[src/pkg/fcpm_pkg.sv]
// Function
// - Five channels, each with an 8-bit compare register, share one counter.
// - An 8-bit prescaler divides the counter step by prescaler plus one.
// - Prescaler and counter are shared, so all channels share one period.
// - Counter runs 0 to 254, then wraps to 0.
// - Output high while compare exceeds count, low otherwise.
// - Counter advances once every 2 x (prescaler + 1) clocks.
// - Duty runs 0 to 1 in 1/255 steps.
// - Compare 00h and ffh give constant levels; ffh is never equalled.
// - A new compare value affects the output at once.
// - First control register holds run and drive enables of channels 0 to 3.
// - Second control register holds run and drive enables of channel 4.
// - Each channel pin rests at a weak pull-up high level.
package fcpm_pkg;

   // ----------------------------------------
   // Register indices, byte address = 4 x index
   // ----------------------------------------
   localparam logic [7:0] IDX_CTRL_CH4    = 8'hce;
   localparam logic [7:0] IDX_DUTY_CH4    = 8'hcf;
   localparam logic [7:0] IDX_PRESCALE    = 8'hd9;
   localparam logic [7:0] IDX_DUTY_CH0    = 8'hda;
   localparam logic [7:0] IDX_DUTY_CH1    = 8'hdb;
   localparam logic [7:0] IDX_CTRL_CH0_3  = 8'hdc;
   localparam logic [7:0] IDX_DUTY_CH2    = 8'hdd;
   localparam logic [7:0] IDX_DUTY_CH3    = 8'hde;
   localparam logic [7:0] IDX_COUNT_STAT  = 8'he0;

   localparam int         ADDR_W          = 10;
   localparam int         NUM_CH          = 5;

   // ----------------------------------------
   // Field positions
   // ----------------------------------------
   localparam int         CH4_RUN_BIT     = 0;
   localparam int         CH4_DRIVE_BIT   = 2;
   localparam int         LOW_DRIVE_OFS   = 2;
   localparam int         LOW_PAIR_STRIDE = 4;

   // ----------------------------------------
   // Reset values and counts
   // ----------------------------------------
   localparam logic [7:0] RST_DUTY        = 8'h00;
   localparam logic [7:0] RST_PRESCALE    = 8'h00;
   localparam logic [7:0] RST_CTRL        = 8'h00;
   localparam logic [7:0] COUNT_LAST      = 8'hfe;
   localparam logic [8:0] OSC_DIVIDE      = 9'h002;

   typedef struct packed {
      logic [7:0]             prescale;
      logic [7:0]             ctrl_low;
      logic [7:0]             ctrl_high;
      logic [NUM_CH-1:0][7:0] duty;
   } fcpm_regs_type;

   typedef struct packed {
      logic [31:0] rdata;
      logic        ready;
      logic        slverr;
   } fcpm_apb_resp_type;

endpackage

[src/design/fcpm_top.sv]
// Local design decision: the APB register port.
`timescale 1ns/1ps
`default_nettype none
module fcpm_top
   import fcpm_pkg::*;
(
   input  wire logic              pclk,
   input  wire logic              presetn,
   input  wire logic              psel,
   input  wire logic              penable,
   input  wire logic              pwrite,
   input  wire logic [ADDR_W-1:0] paddr,
   input  wire logic [31:0]       pwdata,
   input  wire logic [3:0]        pstrb,
   output var  logic [31:0]       prdata,
   output var  logic              pready,
   output var  logic              pslverr,
   output var  logic [NUM_CH-1:0] pulse_out,
   output var  logic [NUM_CH-1:0] pulse_oe
);

   // ----------------------------------------
   // Register bus
   // ----------------------------------------
   fcpm_regs_type     regs_q;
   fcpm_regs_type     regs_d;
   fcpm_apb_resp_type resp_q;
   fcpm_apb_resp_type resp_d;
   logic [7:0]        count_q;
   logic [7:0]        count_d;
   logic [8:0]        div_q;
   logic [8:0]        div_d;
   logic [NUM_CH-1:0] run_en;
   logic [NUM_CH-1:0] drive_en;
   logic [NUM_CH-1:0] out_q;
   logic [NUM_CH-1:0] out_d;
   logic [NUM_CH-1:0] oe_q;
   logic [NUM_CH-1:0] oe_d;
   logic [7:0]        idx;
   logic              aligned;
   logic              do_write;
   logic [8:0]        div_last;

   assign idx      = paddr[ADDR_W-1:2];
   assign aligned  = (paddr[1:0] == 2'h0);
   assign do_write = psel && penable && resp_q.ready && pwrite && pstrb[0];

   always_comb begin
      resp_d = '0;
      if (psel && !penable) begin
         resp_d.ready = 1'b1;
         if (!aligned) begin
            resp_d.slverr = 1'b1;
         end else begin
            unique case (idx)
               IDX_CTRL_CH4:   resp_d.rdata[7:0] = regs_q.ctrl_high;
               IDX_DUTY_CH4:   resp_d.rdata[7:0] = regs_q.duty[4];
               IDX_PRESCALE:   resp_d.rdata[7:0] = regs_q.prescale;
               IDX_DUTY_CH0:   resp_d.rdata[7:0] = regs_q.duty[0];
               IDX_DUTY_CH1:   resp_d.rdata[7:0] = regs_q.duty[1];
               IDX_CTRL_CH0_3: resp_d.rdata[7:0] = regs_q.ctrl_low;
               IDX_DUTY_CH2:   resp_d.rdata[7:0] = regs_q.duty[2];
               IDX_DUTY_CH3:   resp_d.rdata[7:0] = regs_q.duty[3];
               IDX_COUNT_STAT: begin
                  resp_d.rdata[7:0] = count_q;
                  resp_d.slverr     = pwrite;
               end
               default:        resp_d.slverr = 1'b1;
            endcase
         end
      end
   end

   always_comb begin
      regs_d = regs_q;
      if (do_write && aligned) begin
         unique case (idx)
            IDX_CTRL_CH4: begin
               regs_d.ctrl_high                = RST_CTRL;
               regs_d.ctrl_high[CH4_RUN_BIT]   = pwdata[CH4_RUN_BIT];
               regs_d.ctrl_high[CH4_DRIVE_BIT] = pwdata[CH4_DRIVE_BIT];
            end
            IDX_DUTY_CH4:   regs_d.duty[4]   = pwdata[7:0];
            IDX_PRESCALE:   regs_d.prescale  = pwdata[7:0];
            IDX_DUTY_CH0:   regs_d.duty[0]   = pwdata[7:0];
            IDX_DUTY_CH1:   regs_d.duty[1]   = pwdata[7:0];
            IDX_CTRL_CH0_3: regs_d.ctrl_low  = pwdata[7:0];
            IDX_DUTY_CH2:   regs_d.duty[2]   = pwdata[7:0];
            IDX_DUTY_CH3:   regs_d.duty[3]   = pwdata[7:0];
            default:        regs_d = regs_q;
         endcase
      end
   end

   always_ff @(posedge pclk or negedge presetn) begin
      if (!presetn) begin
         regs_q.prescale  <= RST_PRESCALE;
         regs_q.ctrl_low  <= RST_CTRL;
         regs_q.ctrl_high <= RST_CTRL;
         regs_q.duty      <= {NUM_CH{RST_DUTY}};
         resp_q           <= '0;
      end else begin
         regs_q <= regs_d;
         resp_q <= resp_d;
      end
   end

   // ----------------------------------------
   // Shared prescaler and counter
   // ----------------------------------------
   // Step every 2 x (prescale + 1) clocks
   assign div_last = 9'(OSC_DIVIDE * ({1'b0, regs_q.prescale} + 9'h001) - 9'h001);

   always_comb begin
      div_d   = div_q;
      count_d = count_q;
      if (run_en == '0) begin
         div_d   = '0;
         count_d = '0;
      end else if (div_q >= div_last) begin
         div_d   = '0;
         count_d = (count_q >= COUNT_LAST) ? 8'h00 : 8'(count_q + 8'h01);
      end else begin
         div_d = 9'(div_q + 9'h001);
      end
   end

   always_ff @(posedge pclk or negedge presetn) begin
      if (!presetn) begin
         div_q   <= '0;
         count_q <= '0;
      end else begin
         div_q   <= div_d;
         count_q <= count_d;
      end
   end

   // ----------------------------------------
   // Channels
   // ----------------------------------------
   genvar ch;
   generate
      for (ch = 0; ch < NUM_CH; ch++) begin : g_ch
         if (ch < NUM_CH - 1) begin : g_low
            localparam int RUN_POS = (ch / 2) * LOW_PAIR_STRIDE + (ch % 2);
            assign run_en[ch]   = regs_q.ctrl_low[RUN_POS];
            assign drive_en[ch] = regs_q.ctrl_low[RUN_POS + LOW_DRIVE_OFS];
         end else begin : g_high
            assign run_en[ch]   = regs_q.ctrl_high[CH4_RUN_BIT];
            assign drive_en[ch] = regs_q.ctrl_high[CH4_DRIVE_BIT];
         end
         // Compare against live register, so new values act at once
         always_comb begin
            oe_d[ch]  = run_en[ch] && drive_en[ch];
            out_d[ch] = 1'b1;
            if (run_en[ch] && drive_en[ch]) begin
               out_d[ch] = (regs_q.duty[ch] > count_q);
            end
         end
      end
   endgenerate

   always_ff @(posedge pclk or negedge presetn) begin
      if (!presetn) begin
         out_q <= {NUM_CH{1'b1}};
         oe_q  <= '0;
      end else begin
         out_q <= out_d;
         oe_q  <= oe_d;
      end
   end

   // ----------------------------------------
   // Outputs
   // ----------------------------------------
   assign prdata    = resp_q.rdata;
   assign pready    = resp_q.ready;
   assign pslverr   = resp_q.slverr;
   assign pulse_out = out_q;
   assign pulse_oe  = oe_q;

endmodule
`default_nettype wire

[config.mk]
export PLATFORM = sky130hd
export DESIGN_NAME = fcpm_top
export DESIGN_NICKNAME = d
export VERILOG_FILES = /design/src/pkg/fcpm_pkg.sv /design/src/design/fcpm_top.sv
export SDC_FILE = /design/constraint.sdc
export NUM_CORES = 1
export LEC_CHECK = 0
export ABC_AREA = 0
export BUFFER_PORTS_ARGS = -buffer_cell sky130_fd_sc_hd__clkbuf_2
export CELL_PAD_IN_SITES_DETAIL_PLACEMENT = 0
export CELL_PAD_IN_SITES_GLOBAL_PLACEMENT = 2
export CORE_ASPECT_RATIO = 0.75
export CORE_MARGIN = 8
export CORE_UTILIZATION = 37
export DETAILED_ROUTE_END_ITERATION = 8
export PLACE_DENSITY_LB_ADDON = 0.2
export SETUP_SLACK_MARGIN = 0.05
export SLEW_MARGIN = 5
export SYNTH_ARGS = -nofsm -noshare
export SYNTH_HDL_FRONTEND = slang
export SYNTH_SLANG_ARGS = --single-unit
[constraint.sdc]
create_clock -name pclk -period 3.5 [get_ports pclk]
set_clock_uncertainty 0.15 [all_clocks]
set_input_delay 0.7 -clock pclk [delete_from_list [all_inputs] [get_ports pclk]]
set_output_delay 0.7 -clock pclk [all_outputs]
set_load 0.05 [all_outputs]
After elaboration in Yosys (flattened, before gate mapping):

Index checks and enable logic that the tools add are counted.

* $lt $le $gt $ge: 7
* equality and inequality tests: 9
* $add $sub $neg: 4
* reduce and logical (&&, ||, !) cells: 24
* multiplexer cells: 15

Operator list (number)
* equality test 8 bit (second input constant): 9
* case mux 8 bit (9 select lines): 1
* > comparator 8 bit: 5
* 2-to-1 mux 8 bit: 4
* 2-to-1 mux 9 bit: 2
* adder 8 x 1 -> 8 bit (second input constant): 2
* AND reduction 2 bit: 8
* logical AND 1 bit: 11
* 2-to-1 mux 10 bit: 1
* adder 9 x 1 -> 9 bit (second input constant): 1
* greater-or-equal comparator 9 bit: 1
* subtractor 9 x 1 -> 9 bit (second input constant): 1
* greater-or-equal comparator 8 bit (second input constant): 1
* OR reduction 8 bit: 1
* 2-to-1 mux 1 bit: 6
* zero test 5 bit: 1
* zero test 2 bit: 1
* case mux 1 bit (2 select lines): 1
* nonzero test 2 bit: 1
* zero test 1 bit: 1

* output and inout bits: 44
* register bits after elaboration: 95
* input port bits: 51
* word-level logic and storage cells: 74

Longest topological paths before layout:

* word-level depth: 6
* depth in mapped cells: 15
* gate-level depth less buffers: 14

Worst setup path before layout:

Ideal clock, no wire load.

* kind: reg2reg
* from: reg regs_q[57] in the netlist's numbering
* to: reg count_q[6]
* clock period less this slack: 2797 ps
* slack: 703 ps
* required time: 3228 ps
* library setup time: 122 ps
* cell stages (with the launch flop): 13
* path buffers: 1
* arrival time: 2525 ps
* path through: dfrtp_1 ha_1 nor4_1 o21ai_1 a22oi_1 o22ai_1 xnor2_1 ha_1 nand3_1 o21ai_1 buf_2 o21ai_0 o2bb2ai_1

* cells in the longest elaborated chain, start to end: 4

Ends and longest elaborated chain
* start: declaration: line fcpm_top.sv:25 `fcpm_regs_type regs_q;`
* start signal: assignment: line fcpm_top.sv:103 `regs_q <= regs_d;`
* adder 8 x 1 -> 8 bit: line fcpm_top.sv:112 `assign div_last = 9'(OSC_DIVIDE * ({1'b0, regs_q.prescale} + 9'h001) - 9'h001);`
* subtractor 9 x 1 -> 9 bit: line fcpm_top.sv:112
* greater-or-equal comparator 9 bit: line fcpm_top.sv:120 `end else if (div_q >= div_last) begin`
* nonzero test 2 bit (no source line)
* end signal: assignment: line fcpm_top.sv:134 `count_q <= count_d;`
* end: declaration: line fcpm_top.sv:29 `logic [7:0] count_q;`

Every way passes these cells.
A chain may end at the register's enable or synchronous reset.

Final worst setup path:

* from: reg regs_q[57] in the netlist's numbering
* to: reg count_q[5]

The elaborated chain is that of the path after synthesis.

==> reports/results.ini <==
[routing]
drc=0
first_iter_violations=286
dr.pass1.iters=5
ant_nets=0
via_per_inst=5.37
wire_per_inst_um=19.9
postRouteWirelength_mm=15.7
via_count=4244

[finish]
drive_gt1_share_pct=25.6
antenna-diode-count=0
syn_to_final_growth_pct=12.4
fin_nets=684

[cts]
numCtsBuffers=9
cts_sinks=95
tritoncts=done
cts_buffer_depth=2
h-tree-depth=3
post_cts_buffers=0
cts-resized-gates=0
clk_latency_ps=350
root_buffer=clkbuf_16
cts.clk_slew.worst_paths_ps=70
cts_hold_buf=0

[setup_path]
cp_top_family=compound AO/OA/AOI/OAI gates
critPathRequiredTime_ps=3600
cp_num_buf_inv=1
cpPeakStageDelay_ps=490
worst_setup_path_start_kind=register
path_class=register to register
path_cells=ha_1 > nor4_1 > o21ai_1 > a22oi_1 > o22ai_1 > xnor2_1 > ha_1 > nand3_1 > o21ai_1 > buf_4 > a21oi_1 > a31o_2
worstPathArrival_ps=3220
end_kind=register
crit_fanout=22
slowest_stage=dfrtp_1

[timing]
finalHoldViolCount=0
fin_crit_ps=3120
rsz0062_at_grt=no
tightestPinTransition_ps=584
setup_viol=0
fin_crit_sh_pct=89.1
slew_headroom_pct=61.1
fmax_mhz=321
setup_tns_ps=0
slew_viol_final=0

[synth]
seq_area_frac_synth_pct=41.6
synth_area_mm2=0.00573
ys_ff_latch=95
yosysWarnings=0
synthFlopType=dfrtp_1
async_flop_share_pct=100
synth_area_leaders=dfrtp_1 (39%), mux2_2 (12%), ha_1 (11%), buf_4 (3.3%), a22oi_1 (2.6%)
netlist.area_leader.share_pct=39.3
ys_types=57
avgSynthCellArea_um2=10.7
synth_edf_count=0
yosys.area.top_type=dfrtp_1
netlist_instances=536

[floorplan]
die_h_um=124
die-area_mm2=0.0198
rows=39
core_mm2=0.0152
initial_core_util_pct=37.8
io_pins=95
die_w_um=160

[global_routing]
antenna_found_initial=0
grt_pass1_vias=4342
track_usage_pct=16.5
overflow=0
grt_max_degree=96
grt_pass1_wl_mm=25.2

[job]
maxCapViolCount=0

[power]
cellLeakagePower_uw=0.00315
power.total_uw=2330
peakVddDrop_mv=0.264
pwr_density_cell_mw_per_mm2=362

[placed_design]
io_buffers=43
dpl.hpwl_mm=11.9
routabilityCongestion=0.808

[outcome]
status=complete, no violations

[worst_hold_path]
min_path_type=input pin to async pin

## final timing paths
check                                 start            to  slack (ps)  cells past startpoint
worst min register to register  drive_en[1]   drive_en[1]         370                      1
max in group asynchronous           presetn  pulse_out[2]        2540                      2
worst min-delay path                presetn      div_q[3]         250                      2
min in group pclk               drive_en[1]   drive_en[1]         370                      1
worst max register to register   regs_q[57]    count_q[5]         380                     12
worst max-delay path             regs_q[57]    count_q[5]         380                     12
## cell type report
type / instances / area, µm²
clock buffer: 11 / 243
tap: 205 / 256
multi-input combinational: 404 / 3110
sequential: 95 / 2380
clock inverter: 5 / 81.3
fill: 1464 / 8730
timing repair buffer: 53 / 305
inverter: 18 / 67.6
## cell usage in the layout (no fill, tap or decap), types with 6 or more instances in the layout
cell type	instances
mux2_2	63
clkbuf_16	9
inv_1	18
dfrtp_1	90
nand2b_1	6
conb_1	24
ha_1	52
a22oi_1	20
o21a_1	6
a21oi_1	13
nor2_1	30
xor2_1	9
nand3_1	15
buf_4	10
nor2b_1	6
clkbuf_2	42
a21o_1	13
o21ai_0	26
nand2_1	28
a32o_1	6
a31oi_1	9
and2_1	8
nand4_1	12
## cell usage after synthesis, types with 5 or more instances
cell,count
a22oi_1,20
dfstp_2,5
o21ai_0,26
a21o_1,13
nand2_1,28
nand2b_1,6
nand3_1,15
a21oi_1,13
clkbuf_1,9
inv_1,18
nor2b_1,6
a32o_1,6
xor2_1,9
o21a_1,6
a31oi_1,9
nor3_1,5
nand4_1,12
buf_4,25
nor2_1,30
and2_1,8
and3_1,5
xnor2_1,5
mux2_2,63
buf_2,8
dfrtp_1,90
ha_1,52
## state kept, by name (all words and copies together), names as in the netlist
| signal | cells |
|---|---|
| pready | 1 |
| pulse_out | 5 |
| count_q | 8 |
| drive_en | 5 |
| div_q | 9 |
| prdata | 8 |
| regs_q | 53 |
| pslverr | 1 |
| pulse_oe | 5 |
## report_power, final
| part | switching, µW | internal, µW | total [µW] |
|---|---|---|---|
| clock | 436 | 646 | 1080 |
| combinational | 125 | 24.1 | 149 |
| sequential | 1.26 | 1100 | 1100 |
## per-layer routing
metal / vias to the layer above / wire length [µm] / track usage, %
met5: - / 0 / 0
met4: 0 / 150 / 3.53
met3: 12 / 783 / 4.29
met2: 95 / 6790 / 24.1
met1: 2121 / 8020 / 24.0
li1: 2016 / - / -
## kinds of logic (layout without fill, tap and decap cells)
kind of cell	count (synthesis)	after routing	synth area share [%]
simple gates	134	134	12.6
compound gates	114	114	13.6
flops	95	95	41.6
mux	66	66	12.9
buf+inv	60	87	5.74
fa+ha+maj	52	52	11.4
xor+xnor	14	14	2.14
other cells	1	24	0.0654
## stage by stage
stage / cells / util (%) / setup slack (ps) / instance area [µm²] / hold slack [ps]
floorplan: 559 / - / 703 / 5820 / 254
global placement: 775 / 40.3 / 438 / 6120 / 339
detailed placement: 775 / 40.3 / 419 / 6120 / 348
CTS: 791 / 42.5 / 394 / 6440 / 278
global route: 791 / 42.5 / 102 / 6440 / 299
finish: 791 / 42.5 / 380 / 6440 / 254
## worst register-to-register path, cell delays in order (launching register included)
cell     delay [ps]
dfrtp_1         490
ha_1            300
nor4_1          380
o21ai_1         190
a22oi_1         170
o22ai_1         120
xnor2_1         150
ha_1            290
nand3_1          70
o21ai_1         120
buf_4           270
a21oi_1         100
a31o_2          220
Power figures use the tool's default switching activity.
